## config.mk

```make
export PLATFORM = sky130hd
export DESIGN_NAME = fidc_host
export DESIGN_NICKNAME = d
export VERILOG_FILES = /design/src/hw/fidc_pkg.sv /design/src/hw/fidc_cycle.sv /design/src/hw/fidc_host.sv
export SDC_FILE = /design/constraint.sdc
export NUM_CORES = 1
export LEC_CHECK = 0
export BUFFER_PORTS_ARGS = -buffer_cell sky130_fd_sc_hd__buf_4
export CORE_MARGIN = 1.5
export CORE_UTILIZATION = 59
export DETAILED_ROUTE_END_ITERATION = 6
export HOLD_SLACK_MARGIN = 0.15
export PLACE_DENSITY = 0.83
export SLEW_MARGIN = 20
export SYNTH_ARGS = -nofsm -noshare
export SYNTH_HDL_FRONTEND = slang
export SYNTH_SLANG_ARGS = --single-unit
```

## constraint.sdc

```tcl
create_clock -name pclk -period 5.1 [get_ports pclk]
set_input_delay 1.02 -clock pclk [delete_from_list [all_inputs] [get_ports pclk]]
set_output_delay 1.02 -clock pclk [all_outputs]
set_load 0.01 [all_outputs]
```

## src/hw/fidc_pkg.sv

```systemverilog
// Constants shared by the flash identification and protection host controller.
// Assumes a single 125 MHz clock and an APB register port of 32-bit aligned words.
// Summary of operation
// - High voltage id reads maker, then part.
// - Command mode gives identification without high voltage.
// - Elevated reset pin unprotects protected groups.
// - Host writes reset after timeout or identification.
// - Write only with chip, write low, output high.
// - Host leaves identification by reset command.
package fidc_pkg;
    // Register byte offsets on APB.
    localparam logic [7:0] FIDC_CTRL_OFS = 8'h00;
    localparam logic [7:0] FIDC_ADDR_OFS = 8'h04;
    localparam logic [7:0] FIDC_WDATA_OFS = 8'h08;
    localparam logic [7:0] FIDC_STAT_OFS = 8'h0C;
    localparam logic [7:0] FIDC_RDATA_OFS = 8'h10;
    // Control field positions; a write with go set starts an operation.
    localparam int FIDC_GO_BIT = 0;
    localparam int FIDC_OP_LSB = 1;
    localparam int FIDC_HV_ID_BIT = 4;
    localparam int FIDC_HV_RST_BIT = 5;
    // Operation codes.
    localparam logic [2:0] FIDC_OP_READ = 3'h0;
    localparam logic [2:0] FIDC_OP_WRITE = 3'h1;
    localparam logic [2:0] FIDC_OP_ID_ENTER = 3'h2;
    localparam logic [2:0] FIDC_OP_RESET = 3'h3;
    localparam logic [2:0] FIDC_OP_HV_ID = 3'h4;
    localparam logic [2:0] FIDC_OP_GUARDED = 3'h5;
    // Command sequence addresses and data.
    localparam logic [21:0] FIDC_UNLOCK1_ADDR = 22'h000555;
    localparam logic [21:0] FIDC_UNLOCK2_ADDR = 22'h0002AA;
    localparam logic [7:0] FIDC_UNLOCK1_DATA = 8'hAA;
    localparam logic [7:0] FIDC_UNLOCK2_DATA = 8'h55;
    localparam logic [7:0] FIDC_ID_CMD = 8'h90;
    localparam logic [7:0] FIDC_RESET_CMD = 8'hF0;
    localparam logic [7:0] FIDC_MAKER_LOW = 8'h00;
    localparam logic [7:0] FIDC_PART_LOW = 8'h01;
    localparam logic [7:0] FIDC_PROT_LOW = 8'h02;
    localparam logic [7:0] FIDC_PROTECTED_VAL = 8'h01;
    localparam int FIDC_GROUP_LSB = 18;
    // Bus timing: each strobe phase held this long.
    localparam int FIDC_PHASE_NS = 40;
    localparam int FIDC_CLK_NS = 8;
    localparam int FIDC_PHASE_CYC = (FIDC_PHASE_NS + FIDC_CLK_NS - 1) / FIDC_CLK_NS;
    localparam int FIDC_CNT_W = 4;
    localparam logic [31:0] FIDC_UNMAPPED = 32'h00000000;
endpackage : fidc_pkg

```

## src/hw/fidc_cycle.sv

```systemverilog
// One flash bus cycle, read or write, with phased enables.
// Assumes the device needs setup, strobe and hold phases of a fixed cycle count.
`timescale 1ns/1ns
`default_nettype none
module fidc_cycle
    import fidc_pkg::*;
(
    input wire logic pclk,
    input wire logic presetn,
    input wire logic start,
    input wire logic wr,
    input wire logic [21:0] addr,
    input wire logic [7:0] wdata,
    input wire logic [7:0] dq_i,
    output logic [21:0] fa,
    output logic [7:0] dq_o,
    output logic dq_oe,
    output logic ce_n,
    output logic we_n,
    output logic oe_n,
    output logic [7:0] rdata,
    output logic done
);
    // Phase states, one-hot.
    typedef enum logic [3:0] {
        FIDC_C_IDLE = 4'b0001,
        FIDC_C_SETUP = 4'b0010,
        FIDC_C_STROBE = 4'b0100,
        FIDC_C_HOLD = 4'b1000
    } fidc_cyc_t;
    fidc_cyc_t state; // Current phase.
    logic [FIDC_CNT_W-1:0] cnt; // Cycles left in the phase.
    localparam logic [FIDC_CNT_W-1:0] PHASE = FIDC_CNT_W'(FIDC_PHASE_CYC - 1);

    // Phase sequencer; address and data are set before the strobe falls.
    always_ff @(posedge pclk or negedge presetn) begin
        if (!presetn) begin
            state <= FIDC_C_IDLE;
            cnt <= '0;
            fa <= '0;
            dq_o <= '0;
            dq_oe <= 1'b0;
            ce_n <= 1'b1;
            we_n <= 1'b1;
            oe_n <= 1'b1;
            rdata <= '0;
            done <= 1'b0;
        end else begin
            done <= 1'b0;
            case (state)
                FIDC_C_IDLE: begin
                    if (start) begin
                        fa <= addr;
                        dq_o <= wdata;
                        dq_oe <= wr;
                        cnt <= PHASE;
                        state <= FIDC_C_SETUP;
                    end
                end
                FIDC_C_SETUP: begin
                    if (cnt == '0) begin
                        // Write: chip and write low with output high; read: output low.
                        ce_n <= 1'b0;
                        we_n <= !wr;
                        oe_n <= wr;
                        cnt <= PHASE;
                        state <= FIDC_C_STROBE;
                    end else begin
                        cnt <= cnt - 1'b1;
                    end
                end
                FIDC_C_STROBE: begin
                    // Strobe held several cycles so it is never a short glitch.
                    if (cnt == '0) begin
                        if (!wr) begin
                            rdata <= dq_i;
                        end
                        // Both rise together; data stays driven through hold.
                        ce_n <= 1'b1;
                        we_n <= 1'b1;
                        oe_n <= 1'b1;
                        cnt <= PHASE;
                        state <= FIDC_C_HOLD;
                    end else begin
                        cnt <= cnt - 1'b1;
                    end
                end
                FIDC_C_HOLD: begin
                    if (cnt == '0) begin
                        dq_oe <= 1'b0;
                        done <= 1'b1;
                        state <= FIDC_C_IDLE;
                    end else begin
                        cnt <= cnt - 1'b1;
                    end
                end
                default: begin
                    state <= FIDC_C_IDLE;
                end
            endcase
        end
    end

    // Output enable must never overlap a driven data bus.
    a_no_contention: assert property (@(posedge pclk) disable iff (!presetn)
        !(dq_oe && !oe_n)) else $error("data driven while output enabled");
    // A write strobe lasts the full phase.
    a_strobe_width: assert property (@(posedge pclk) disable iff (!presetn)
        $fell(we_n) |-> !we_n [*5]) else $error("write strobe too short");
    // Address stays stable across the whole strobe.
    a_addr_stable: assert property (@(posedge pclk) disable iff (!presetn)
        !ce_n |-> $stable(fa)) else $error("address moved during strobe");
endmodule : fidc_cycle
`default_nettype wire

```

## src/hw/fidc_host.sv

```systemverilog
// Host controller driving the flash pins for identification and protection work.
// Assumes software on APB; the device answers reads within one strobe phase.
//
// Our own choices: the register addresses and the APB slave port.
`timescale 1ns/1ns
`default_nettype none
module fidc_host
    import fidc_pkg::*;
(
    input wire logic pclk,
    input wire logic presetn,
    input wire logic psel,
    input wire logic penable,
    input wire logic pwrite,
    input wire logic [7:0] paddr,
    input wire logic [31:0] pwdata,
    output logic [31:0] prdata,
    output logic pready,
    output logic pslverr,
    output logic [21:0] flash_addr,
    input wire logic [7:0] data_bus_i,
    output logic [7:0] data_bus_o,
    output logic data_bus_oe,
    output logic ce_n,
    output logic we_n,
    output logic oe_n,
    output logic id_select_hv,
    output logic reset_hv
);
    // Sequencer states, one-hot.
    typedef enum logic [5:0] {
        FIDC_IDLE = 6'b000001,
        FIDC_ISSUE = 6'b000010,
        FIDC_WAIT = 6'b000100,
        FIDC_CHECK = 6'b001000,
        FIDC_FAIL = 6'b010000,
        FIDC_DONE = 6'b100000
    } fidc_state_t;
    fidc_state_t state; // Main sequencer state.
    logic [2:0] op; // Operation being run.
    logic [21:0] addr_reg; // Target address.
    logic [7:0] wdata_reg; // Target write data.
    logic [7:0] rdata_reg; // Last byte read.
    logic busy; // Operation in progress.
    logic fail; // Guarded operation refused.
    logic parity_err; // Identification byte parity bad.
    logic in_id_mode; // Device left in identification mode.
    logic [2:0] step; // Step within a sequence.
    logic cyc_start; // Start one bus cycle.
    logic cyc_wr; // Cycle is a write.
    logic [21:0] cyc_addr; // Cycle address.
    logic [7:0] cyc_wdata; // Cycle data.
    logic [7:0] cyc_rdata; // Data read by the cycle.
    logic cyc_done; // Cycle finished.
    logic [2:0] last_step; // Final step index of the current op.
    logic apb_wr; // Register write in access phase.
    logic bad_parity; // Read byte has even parity.

    assign apb_wr = psel && penable && pwrite;
    assign bad_parity = !(^cyc_rdata);

    // Step programs: one read, write or reset cycle, or unlock, unlock, command, then read.
    always_comb begin
        cyc_wr = 1'b1;
        cyc_addr = FIDC_UNLOCK1_ADDR;
        cyc_wdata = FIDC_UNLOCK1_DATA;
        last_step = 3'd0;
        case (op)
            FIDC_OP_READ, FIDC_OP_HV_ID: begin
                cyc_wr = 1'b0;
                cyc_addr = addr_reg;
            end
            FIDC_OP_WRITE: begin
                cyc_addr = addr_reg;
                cyc_wdata = wdata_reg;
            end
            FIDC_OP_RESET: begin
                // Reset command leaves identification or timeout state.
                cyc_wdata = FIDC_RESET_CMD;
            end
            FIDC_OP_ID_ENTER, FIDC_OP_GUARDED: begin
                last_step = 3'd3;
                if (step == 3'd1) begin
                    cyc_addr = FIDC_UNLOCK2_ADDR;
                    cyc_wdata = FIDC_UNLOCK2_DATA;
                end else if (step == 3'd2) begin
                    cyc_wdata = FIDC_ID_CMD;
                end else if (step == 3'd3) begin
                    // Read the target address, or for the guarded op the group status byte at low address two.
                    cyc_wr = 1'b0;
                    cyc_addr = (op == FIDC_OP_GUARDED) ?
                        {addr_reg[21:8], FIDC_PROT_LOW} : addr_reg;
                end
            end
            default: begin
                cyc_wr = 1'b0;
            end
        endcase
    end

    // Main sequencer.
    always_ff @(posedge pclk or negedge presetn) begin
        if (!presetn) begin
            state <= FIDC_IDLE;
            step <= '0;
            cyc_start <= 1'b0;
            busy <= 1'b0;
            fail <= 1'b0;
            parity_err <= 1'b0;
            rdata_reg <= '0;
            in_id_mode <= 1'b0;
        end else begin
            cyc_start <= 1'b0;
            case (state)
                FIDC_IDLE: begin
                    if (apb_wr && paddr == FIDC_CTRL_OFS && pwdata[FIDC_GO_BIT]) begin
                        busy <= 1'b1;
                        fail <= 1'b0;
                        parity_err <= 1'b0;
                        step <= '0;
                        state <= FIDC_ISSUE;
                    end
                end
                FIDC_ISSUE: begin
                    cyc_start <= 1'b1;
                    state <= FIDC_WAIT;
                end
                FIDC_WAIT: begin
                    if (cyc_done) begin
                        if (step == last_step) begin
                            rdata_reg <= cyc_rdata;
                            state <= FIDC_CHECK;
                        end else begin
                            step <= step + 3'd1;
                            state <= FIDC_ISSUE;
                        end
                    end
                end
                FIDC_CHECK: begin
                    state <= FIDC_DONE;
                    if (op == FIDC_OP_ID_ENTER || op == FIDC_OP_GUARDED) begin
                        in_id_mode <= 1'b1;
                    end
                    if (op == FIDC_OP_RESET) begin
                        in_id_mode <= 1'b0;
                    end
                    // Pin identification reads of maker and part need odd parity on the top bit.
                    if (op == FIDC_OP_HV_ID && addr_reg[1] == 1'b0 && bad_parity) begin
                        parity_err <= 1'b1;
                    end
                    // A protected group without temporary unprotect is refused.
                    if (op == FIDC_OP_GUARDED && rdata_reg == FIDC_PROTECTED_VAL && !reset_hv) begin
                        fail <= 1'b1;
                        state <= FIDC_FAIL;
                    end
                end
                FIDC_FAIL: begin
                    state <= FIDC_DONE;
                end
                FIDC_DONE: begin
                    busy <= 1'b0;
                    state <= FIDC_IDLE;
                end
                default: begin
                    state <= FIDC_IDLE;
                end
            endcase
        end
    end

    // Captured operation and target registers, writable only while idle.
    always_ff @(posedge pclk or negedge presetn) begin
        if (!presetn) begin
            op <= FIDC_OP_READ;
            addr_reg <= '0;
            wdata_reg <= '0;
            id_select_hv <= 1'b0;
            reset_hv <= 1'b0;
        end else if (apb_wr && state == FIDC_IDLE) begin
            if (paddr == FIDC_CTRL_OFS) begin
                op <= pwdata[FIDC_OP_LSB +: 3];
                // High voltage on the id line selects pin identification.
                id_select_hv <= pwdata[FIDC_HV_ID_BIT];
                // Elevated reset pin opens protected groups temporarily.
                reset_hv <= pwdata[FIDC_HV_RST_BIT];
            end else if (paddr == FIDC_ADDR_OFS) begin
                addr_reg <= pwdata[21:0];
            end else if (paddr == FIDC_WDATA_OFS) begin
                wdata_reg <= pwdata[7:0];
            end
        end
    end

    // APB read data and ready; zero wait states.
    always_ff @(posedge pclk or negedge presetn) begin
        if (!presetn) begin
            prdata <= '0;
            pready <= 1'b0;
            pslverr <= 1'b0;
        end else begin
            pready <= psel && !penable;
            pslverr <= 1'b0;
            if (psel && !penable && !pwrite) begin
                case (paddr)
                    FIDC_CTRL_OFS: prdata <= {26'h0, reset_hv, id_select_hv, op, 1'b0};
                    FIDC_ADDR_OFS: prdata <= {10'h0, addr_reg};
                    FIDC_WDATA_OFS: prdata <= {24'h0, wdata_reg};
                    FIDC_STAT_OFS: prdata <= {28'h0, in_id_mode, parity_err, fail, busy};
                    FIDC_RDATA_OFS: prdata <= {24'h0, rdata_reg};
                    default: prdata <= FIDC_UNMAPPED;
                endcase
            end
        end
    end

    // Pin cycle engine.
    fidc_cycle u_cycle (
        .pclk(pclk),
        .presetn(presetn),
        .start(cyc_start),
        .wr(cyc_wr),
        .addr(cyc_addr),
        .wdata(cyc_wdata),
        .dq_i(data_bus_i),
        .fa(flash_addr),
        .dq_o(data_bus_o),
        .dq_oe(data_bus_oe),
        .ce_n(ce_n),
        .we_n(we_n),
        .oe_n(oe_n),
        .rdata(cyc_rdata),
        .done(cyc_done)
    );

    // A protected status without unprotect always ends as a failure.
    a_guard_fail: assert property (@(posedge pclk) disable iff (!presetn)
        (state == FIDC_CHECK && op == FIDC_OP_GUARDED && rdata_reg == FIDC_PROTECTED_VAL
         && !reset_hv) |=> (fail && state == FIDC_FAIL)) else $error("refusal missed");
    // Temporary unprotect never reports a refusal.
    a_unprot_pass: assert property (@(posedge pclk) disable iff (!presetn)
        (state == FIDC_CHECK && reset_hv) |=> !$rose(fail)) else $error("refused under unprotect");
    // Reset command clears identification mode.
    a_reset_exit: assert property (@(posedge pclk) disable iff (!presetn)
        (state == FIDC_CHECK && op == FIDC_OP_RESET) |=> !in_id_mode) else $error("id mode kept");
    // Identification entry sets the mode flag.
    a_id_enter: assert property (@(posedge pclk) disable iff (!presetn)
        (state == FIDC_CHECK && op == FIDC_OP_ID_ENTER) |=> in_id_mode) else $error("id mode not set");
    // Parity flag rises only from an even-parity id byte.
    a_parity_cause: assert property (@(posedge pclk) disable iff (!presetn)
        $rose(parity_err) |-> ($past(op) == FIDC_OP_HV_ID && !(^$past(rdata_reg))))
        else $error("bad parity flag");
    // Busy clears within three cycles of finishing checks.
    a_busy_clear: assert property (@(posedge pclk) disable iff (!presetn)
        (state == FIDC_CHECK) |-> ##[1:3] !busy) else $error("busy stuck");
endmodule : fidc_host
`default_nettype wire

```

==> results of run 1 <==
## cells by family (layout without fill, tap and decap cells)
family,count (synthesis),count (layout),synth area share (%)
AND/OR/NAND/NOR,155,155,13.8
AO/OA/AOI/OAI,133,133,14.4
flip-flops,131,131,53.0
multiplexers,58,58,12.3
buffers and inverters,51,147,4.32
XOR/XNOR,8,8,1.13
adder cells (fa/ha/maj),5,5,1.01
other,1,11,0.0605
## area by class of cell
cell class                      count  area [um^2]  share of cell area [%]
Sequential cell                   131         3280                    43.2
Multi-Input combinational cell    370         2690                    35.4
Timing Repair Buffer              104          781                    10.3
Inverter                           12         45.0                   0.593
Clock buffer                       17          414                    5.45
Tap cell                          136          170                    2.24
Clock inverter                     14          211                    2.78
## power by group through the flow
stage	combinational, mW	clock (mW)	sequential, mW
after floorplan	0.241	0	1.24
after global placement	0.455	0	1.23
after detailed placement	0.468	0	1.23
after CTS	0.475	1.30	1.22
after global routing	0.516	1.35	1.23
final	0.473	1.28	1.22
## metrics by stage
| stage | power, mW | setup WS, ns |
|---|---|---|
| detailed placement | 1.70 | 1.95 |
| floorplan | 1.48 | 2.60 |
| CTS | 2.99 | 2.25 |
| global placement | 1.68 | 1.99 |
| finish | 2.98 | 2.30 |
| global route | 3.10 | 2.11 |
## cell usage in the layout, fill, tap and decap left out, types with 6 or more instances in the layout
cell type  count
inv_1         12
nand2b_1       7
a21oi_1       35
a22o_1        26
nor2b_1       13
clkbuf_16     16
mux2_2        30
nand3_1        6
buf_4        104
nor3_1         8
xnor2_1        8
o21ai_0       29
a31oi_1       10
nor2_1        45
mux2_4        20
nand2_1       37
conb_1        11
dfrtp_1      126
## metal layers
metal | up-vias | wire, um | share of wire (%) | track usage [%]
met4 | 0 | 575 | 3.8 | 15.0
li1 | 2119 | - | - | -
met3 | 48 | 955 | 6.4 | 6.31
met2 | 205 | 7410 | 49 | 46.3
met5 | - | 0 | 0 | 0
met1 | 2364 | 6030 | 40 | 35.7
## worst max-delay path by stage
stage / slack (ns) / to / start / cells past startpoint
after floorplan: 2.60 / id_select_hv / paddr[2] / 4
after global placement: 1.99 / step[1] / paddr[0] / 6
after detailed placement: 1.95 / step[0] / paddr[0] / 6
after CTS: 2.25 / u_cycle.fa[18] / u_cycle.state[0] / 5
after global routing: 2.11 / u_cycle.fa[12] / u_cycle.state[0] / 5
final: 2.30 / u_cycle.fa[18] / u_cycle.state[0] / 5
## worst min-delay path, delay by kind of cell (launching register included)
kind / cells / cell delay, ns
DFF: 1 / 0.34
and+or+nand+nor: 1 / 0.04
AOI/OAI and AO/OA: 1 / 0.06
==> reports/qor.csv, run 1 <==
metric,value,unit
status,"complete, no violations",
grt_use_total,28.4,%
path_buf_inv,0,
synth_top_flop_cell,dfrtp_1,
ys_ff_latch,131,
syn_inst,542,
synthToLayoutAreaGrowth,22.6,%
p_clk_share,43.2,%
reg2reg_to,u_cycle.fa[18],
placed_area,0.00697,mm^2
initial_core_util,60.3,%
netlist.area_leader.share,50.9,%
cts_tree,built,
antenna_found_initial,0,
numCtsBuffers,17,
avgViaCountPerCell,6.04,
cts_resized,0,
h-tree-depth,4,
clock.fmax,357,MHz
worst-slew-pin-transition,1.08,ns
grt_pass1_vias,4780,
ir_drop,0.209,mV
min_path_cells,2,
nFillCells,642,
holdCritStartpoint,prdata[4],
period_minus_slack,2.80,ns
r2r_start,u_cycle.state[0],
p_comb_share,15.9,%
min_to,prdata[4],
grt_max_degree,61,
path_cells,nand2_1 > nor2_1 > nand2_1 > a21oi_1 > a22o_1,
syn_area,0.00620,mm^2
p_sw,777,uW
max-cap-violations,0,
num_rows,37,
final_cells,784,
initialDrtViolationCount,328,
worstSetupEndpointType,flip-flop,
clkSlewWorstSetupHoldPaths,0.06,ns
final_area,0.00760,mm^2
power.internal,2.20,mW
ctsLongestPathBuffers,2,
vias,4736,
startpoint_type,flip-flop,
first_pass_iters,5,
slowest_stage,a21oi_1,
nNetsFinal,694,
syn_area_per_cell,11.4,um^2
post_cts_buffers,0,
io_buffers,101,
cp.arrival,3.26,ns
yosys-top-cells-area,"dfrtp_1 51%, mux2_2 5.4%, mux2_4 4.8%",
finalHoldViolations,0,
yosysMostFrequentCell,dfrtp_1,
seq_power_share,40.9,%
gp_congestion,0.947,
hold_ws,0.487,ns
setup_violations,0,
cp_top_family,compound AO/OA/AOI/OAI gates,
powerDensity,392,mW/mm^2
yosysSeqAreaShare,53.0,%
finalCritPeriodShare,55.0,%
die_h,106,um
cts_root_buf,clkbuf_8,
wl_per_cell,19.1,um
clock_latency,0.53,ns
cellLeakagePower,3.63,nW
hold_path.class,flip-flop to flip-flop,
synth_edf_count,0,
synth_commonest_cells,"126 x dfrtp_1, 45 x nor2_1, 37 x nand2_1",
p_sw_share,26.1,%
synth_cell_type_count,72,
async_flop_share,100,%
coreArea,0.0103,mm^2
ff2ff_path_depth,5,
hpwl,10300,um
max_stage_delay,1.03,ns
num_io_pins,123,
hold_buffers,0,
reg2reg_slack,2.30,ns
drv_slew,0,
skew,0.00868,ns
ant_nets,0,
crit_top_cell,nand2_1,
fin_tns_setup,0,ns
die_area,0.0111,mm^2
relSlewSlack,27.9,%
clkSinkCount,131,
drcViolationCount,0,
rsz0062_at_grt,false,
place_inst,753,
critPathMaxFanout,18,
yosys_warnings,0,
drive_gt1_share,32.1,%
grt_first_pass_wirelength,24400,um
synth_area_leader_cell,dfrtp_1,
die_w,106,um
crit_type,flip-flop to flip-flop,
antenna_cells,0,
critPathRequiredTime,5.56,ns
wirelength,15000,um
grt_overflow,0,
utilization,73.9,%
Note: power is estimated with default switching activity, not from simulation.
==> inputs of run 2 (changes only) <==
- ABC_AREA: default -> 1
- CORE_UTILIZATION: 59 -> 55
- PLACE_DENSITY: 0.83 -> 0.78
- clock period: 5.1 -> 2.75 ns (I/O delays scaled with it)
==> run 2 against run 1 <==
Sequential power is 99% higher. Sequential share of layout area is 0.55 points lower. Via count is 12% higher. First-iteration DRC count is 26% higher. Largest cell class unchanged.
==> reports/qor.csv, run 2 <==
metric,value,unit,change
status,"complete, no violations",,unchanged
clkSinkCount,131,,unchanged
syn_area,0.00627,mm^2,was 0.00620 mm^2
powerDensity,785,mW/mm^2,was 392 mW/mm^2
wirelength,14900,um,"was 15,000 um"
avgViaCountPerCell,5.36,,was 6.04
die_area,0.0120,mm^2,was 0.0111 mm^2
grt_pass1_vias,5072,,"was 4,780"
io_buffers,101,,unchanged
coreArea,0.0110,mm^2,was 0.0103 mm^2
hold_buffers,0,,unchanged
grt_first_pass_wirelength,23900,um,"was 24,400 um"
yosysMostFrequentCell,nand2_1,,was dfrtp_1
max_stage_delay,0.41,ns,was 1.03 ns
gp_congestion,0.918,,was 0.947
path_depth,10,,was 5
syn_area_per_cell,8.58,um^2,was 11.4 um^2
final_cell_mix,"197 x nand2_1, 126 x dfrtp_1, 104 x buf_4",,"was 126 x dfrtp_1, 104 x buf_4, 45 x nor2_1"
power.internal,4.32,mW,was 2.20 mW
p_comb_share,22.5,%,was 15.9%
ff2ff_path_depth,10,,was 5
seq_power_share,40.2,%,was 40.9%
antenna_cells,0,,unchanged
hold_path.class,input pin to async pin,,was flip-flop to flip-flop
post_cts_buffers,0,,unchanged
cp_top_family,simple AND/OR/NAND/NOR gates,,was compound AO/OA/AOI/OAI gates
hpwl,10400,um,"was 10,300 um"
h-tree-depth,4,,unchanged
synth_edf_count,0,,unchanged
async_flop_share,100,%,unchanged
crit_top_cell,nor2_1,,was nand2_1
clkSlewWorstSetupHoldPaths,0.05,ns,was 0.06 ns
ir_drop,0.503,mV,was 0.209 mV
synth_commonest_cells,"197 x nand2_1, 126 x dfrtp_1, 80 x inv_1",,"was 126 x dfrtp_1, 45 x nor2_1, 37 x nand2_1"
yosysSeqAreaShare,52.4,%,was 53.0%
startpoint_type,flip-flop,,unchanged
finalHoldViolations,0,,unchanged
numCtsBuffers,17,,unchanged
critPathMaxFanout,16,,was 18
wl_per_cell,15.1,um,was 19.1 um
path_cells,inv_1 > ha_1 > inv_1 > nor2_1 > nor2_1 > nand4_1 > nand2_1 > nand2_2 > nor2_1 > a21oi_1,,was nand2_1 > nor2_1 > nand2_1 > a21oi_1 > a22o_1
path_buf_inv,2,,was 0
place_inst,958,,was 753
initialDrtViolationCount,414,,was 328
vias,5297,,"was 4,736"
critPathRequiredTime,3.04,ns,was 5.56 ns
worstSetupEndpointType,flip-flop,,unchanged
rsz0062_at_grt,false,,unchanged
ant_nets,0,,unchanged
finalCritPeriodShare,77.8,%,was 55.0%
worst-slew-pin-transition,0.708,ns,was 1.08 ns
setup_violations,0,,unchanged
antenna_found_initial,0,,unchanged
cellLeakagePower,3.98,nW,was 3.63 nW
p_sw,1.72,mW,was 777 uW
ys_ff_latch,131,,unchanged
drive_gt1_share,21.9,%,was 32.1%
final_common_cell,nand2_1,,was dfrtp_1
num_rows,38,,was 37
relSlewSlack,52.6,%,was 27.9%
skew,0.00767,ns,was 0.00868 ns
die_w,110,um,was 106 um
drcViolationCount,0,,unchanged
syn_inst,731,,was 542
clock.fmax,468,MHz,was 357 MHz
crit_type,flip-flop to flip-flop,,unchanged
ctsLongestPathBuffers,2,,unchanged
grt_max_degree,132,,was 61
cts_root_buf,clkbuf_16,,was clkbuf_8
drv_slew,0,,unchanged
cts_tree,built,,unchanged
netlist.area_leader.share,50.3,%,was 50.9%
synth_cell_type_count,46,,was 72
slowest_stage,dfrtp_1,,was a21oi_1
max-cap-violations,0,,unchanged
num_io_pins,123,,unchanged
yosys-top-cells-area,"dfrtp_1 50%, nand2_1 12%, inv_1 4.8%",,"was dfrtp_1 51%, mux2_2 5.4%, mux2_4 4.8%"
p_clk_share,37.3,%,was 43.2%
yosys_warnings,0,,unchanged
clock_latency,0.42,ns,was 0.53 ns
cts_resized,0,,unchanged
p_sw_share,28.5,%,was 26.1%
synthToLayoutAreaGrowth,22.8,%,was 22.6%
nNetsFinal,895,,was 694
final_cells,988,,was 784
synth_top_flop_cell,dfrtp_1,,unchanged
cp.arrival,2.43,ns,was 3.26 ns
grt_overflow,0,,unchanged
initial_core_util,57.1,%,was 60.3%
die_h,110,um,was 106 um
grt_use_total,26.4,%,was 28.4%
first_pass_iters,5,,unchanged
fin_tns_setup,0,ns,unchanged
synth_area_leader_cell,dfrtp_1,,unchanged
period_minus_slack,2.14,ns,was 2.80 ns
[run 2: cells by family (layout without fill, tap and decap cells)]
| logic type | after synthesis | in the layout | share of synthesized area (%) |
|---|---|---|---|
| buffers and inverters | 118 | 225 | 8.28 |
| and+or+nand+nor | 328 | 328 | 24.3 |
| adders and majority gates | 5 | 5 | 0.998 |
| xor gates and xnor gates | 2 | 2 | 0.279 |
| other | 1 | 11 | 0.0598 |
| DFF | 131 | 131 | 52.4 |
| AOI/OAI and AO/OA | 146 | 146 | 13.7 |
[run 2: worst paths after layout]
path / startpoint / endpoint / slack, ns
hold / removal: presetn / u_cycle.state[1] / 0.22
setup / recovery: step[0] / u_cycle.rdata[1] / 0.61
min in group pclk: penable / pready / 0.31
max in group asynchronous: presetn / wdata_reg[1] / 2.02
hold reg to reg: u_cycle.ce_n / u_cycle.ce_n / 0.46
setup reg to reg: step[0] / u_cycle.rdata[1] / 0.61
[run 2: final cells by class]
class	instances	area (um^2)
Sequential cell	131	3280
Clock buffer	26	519
Multi-Input combinational cell	492	2510
Timing Repair Buffer	105	801
Clock inverter	4	70.1
Inverter	90	338
Tap cell	140	175
Fill cell	874	3290
[run 2: power groups by stage]
stage	logic, mW	clock network, mW	registers, mW
floorplan	0.706	0	2.52
global placement	1.32	0	2.44
detailed placement	1.36	0	2.45
CTS	1.37	2.28	2.43
global route	1.52	2.36	2.45
finish	1.36	2.25	2.43
[run 2: per-layer routing]
metal / share of wire (%) / track usage [%]
met1: 44 / 34.3
met2: 48 / 43.1
met3: 5.8 / 6.34
met4: 2.0 / 9.93
met5: 0 / 0
[run 2: worst register-to-register path, stage by stage, from the launching register on]
cell and delay [ns]:
dfrtp_1 0.41, inv_1 0.14, ha_1 0.22, inv_1 0.07, nor2_1 0.05, nor2_1 0.35, nand4_1 0.14, nand2_1 0.20
nand2_2 0.22, nor2_1 0.15, a21oi_1 0.05
[run 2: stage by stage]
| step | cell area (um^2) | power (mW) | hold slack [ns] | util (%) | setup slack, ns |
|---|---|---|---|---|---|
| after global placement | 7100 | 3.75 | 0.455 | 64.7 | 0.535 |
| after floorplan | 6310 | 3.22 | 0.254 | - | 1.08 |
| after CTS | 7690 | 6.08 | 0.272 | 70.0 | 0.370 |
| final | 7700 | 6.04 | 0.219 | 70.1 | 0.611 |
| after detailed placement | 7100 | 3.81 | 0.462 | 64.7 | 0.407 |
| after global routing | 7700 | 6.33 | 0.289 | 70.1 | 0.372 |
==> inputs of run 3 (changes only) <==
- clock period: 2.75 -> 2.1 ns (I/O delays scaled with it)
==> run 3 against run 2 <==
Clock-buffer cell count decreased by 4. Die area is the same. Fmax rose by 15%. Clock skew rose by 0.0029 ns. Via count rose by 2.4%. Final cell count up 0.91%. Total power grew 32%. Global-route usage grew 0.67 points. Cell area up 1.0%. Critical path depth did not move. Worst setup slack lost 0.37 ns. Routed wire length is 2.1% higher. Critical path type unchanged. Largest cell class unchanged.
==> reports/qor.csv, run 3 (synthesis results as in run 2) <==
metric,value,unit,change
cts_root_buf,clkbuf_16,,unchanged
h-tree-depth,4,,unchanged
grt_overflow,0,,unchanged
cts_tree,built,,unchanged
setup_violations,0,,unchanged
antenna_found_initial,0,,unchanged
drcViolationCount,0,,unchanged
avgViaCountPerCell,5.44,,was 5.36
finalCritPeriodShare,88.6,%,was 77.8%
startpoint_type,flip-flop,,unchanged
rsz0062_at_grt,false,,unchanged
final_common_cell,nand2_1,,unchanged
cellLeakagePower,4.02,nW,was 3.98 nW
finalHoldViolations,0,,unchanged
ctsLongestPathBuffers,2,,unchanged
die_area,0.0120,mm^2,unchanged
critPathMaxFanout,16,,unchanged
grt_use_total,27.1,%,was 26.4%
grt_max_degree,70,,was 132
clock.fmax,538,MHz,was 468 MHz
critPathRequiredTime,2.39,ns,was 3.04 ns
coreArea,0.0110,mm^2,unchanged
post_cts_buffers,0,,unchanged
max-cap-violations,0,,unchanged
num_rows,38,,unchanged
utilization,70.8,%,was 70.1%
numCtsBuffers,17,,unchanged
nNetsFinal,902,,was 895
final_cells,997,,was 988
clock_latency,0.42,ns,about the same
die_w,110,um,unchanged
fin_tns_setup,0,ns,unchanged
wirelength,15300,um,"was 14,900 um"
grt_first_pass_wirelength,24700,um,"was 23,900 um"
cp.arrival,2.15,ns,was 2.43 ns
wl_per_cell,15.3,um,was 15.1 um
crit_type,flip-flop to flip-flop,,unchanged
clkSlewWorstSetupHoldPaths,0.06,ns,was 0.05 ns
drv_slew,0,,unchanged
worst-slew-pin-transition,0.527,ns,was 0.708 ns
period_minus_slack,1.86,ns,was 2.14 ns
place_inst,964,,was 958
first_pass_iters,5,,unchanged
io_buffers,101,,unchanged
initial_core_util,57.1,%,unchanged
ant_nets,0,,unchanged
initialDrtViolationCount,354,,was 414
hpwl,10800,um,"was 10,400 um"
antenna_cells,0,,unchanged
ir_drop,0.738,mV,was 0.503 mV
grt_pass1_vias,5207,,"was 5,072"
vias,5424,,"was 5,297"
relSlewSlack,64.7,%,was 52.6%
hold_path.class,input pin to flip-flop,,was input pin to async pin
die_h,110,um,unchanged
drive_gt1_share,22.5,%,was 21.9%
gp_congestion,0.888,,was 0.918
status,"complete, no violations",,unchanged
synthToLayoutAreaGrowth,24.0,%,was 22.8%
powerDensity,1020,mW/mm^2,was 785 mW/mm^2
skew,0.0106,ns,was 0.00767 ns
clkSinkCount,131,,unchanged
worstSetupEndpointType,flip-flop,,unchanged
final_cell_mix,"197 x nand2_1, 126 x dfrtp_1, 108 x buf_4",,"was 197 x nand2_1, 126 x dfrtp_1, 104 x buf_4"
num_io_pins,123,,unchanged
-- run 3: changes by cell type in the layout (fill, tap and decap cells not counted) --
cell / delta
buf_4: +4
clkbuf_8: -4
clkinv_2: +3
buf_12: +2
a31oi_1: +1
a31oi_2: -1
bufinv_16: +1
clkinv_4: +1
clkinvlp_4: +1
dlygate4sd3_1: +1
-- run 3: what timing repair did --
item                      CTS  global route
hold endpoints to repair  126             0
hold buffers                1             0
resized for setup           0             0
-- run 3: area by class of cell --
cell class / instances / area, um^2
Sequential cell: 131 / 3280
Fill cell: 871 / 3210
Multi-Input combinational cell: 492 / 2500
Timing Repair Buffer: 112 / 881
Clock buffer: 22 / 464
Inverter: 90 / 338
Tap cell: 140 / 175
Clock inverter: 10 / 131
-- run 3: metrics by stage --
stage | power (mW) | hold WS, ns | worst slack, ns | area (um^2)
after CTS | 8.00 | 0.168 | 0.235 | 7780
final | 7.95 | 0.177 | 0.240 | 7780
after global placement | 4.93 | 0.455 | 0.360 | 7170
after floorplan | 4.22 | 0.124 | 0.428 | 6310
after global routing | 8.34 | 0.164 | 0.0542 | 7780
after detailed placement | 5.00 | 0.469 | 0.248 | 7170
-- run 3: critical path, stage by stage (launching register included) --
cell,delay [ns]
dfrtp_1,0.41
inv_1,0.14
ha_1,0.22
inv_1,0.07
nor2_1,0.05
nor2_1,0.13
nand4_1,0.12
nand2_1,0.17
nand2_2,0.22
nor2_1,0.15
a21oi_1,0.05
-- run 3: final timing paths --
kind / end / slack [ns] / start / depth (start not counted)
min in group asynchronous: prdata[17] / 0.56 / presetn / 3
hold / removal: pready / 0.18 / penable / 2
max in group asynchronous: state[0] / 1.18 / presetn / 3
setup reg to reg: u_cycle.rdata[0] / 0.24 / step[0] / 10
setup / recovery: u_cycle.rdata[0] / 0.24 / step[0] / 10
hold reg to reg: u_cycle.ce_n / 0.47 / u_cycle.ce_n / 2
-- run 3: where the power goes --
part           internal, mW  total [mW]  switching (mW)  leakage (nW)
sequential             2.92        3.17           0.249          1.64
combinational         0.825        1.79           0.968          2.09
clock                  1.92        2.98            1.07         0.294
-- run 3: metal layers --
metal,track usage [%],share of wire [%],up-vias
li1,-,-,2584
met1,34.9,43,2632
met2,44.5,49,183
met3,6.76,6.2,25
met4,9.74,1.6,0
met5,0,0,-
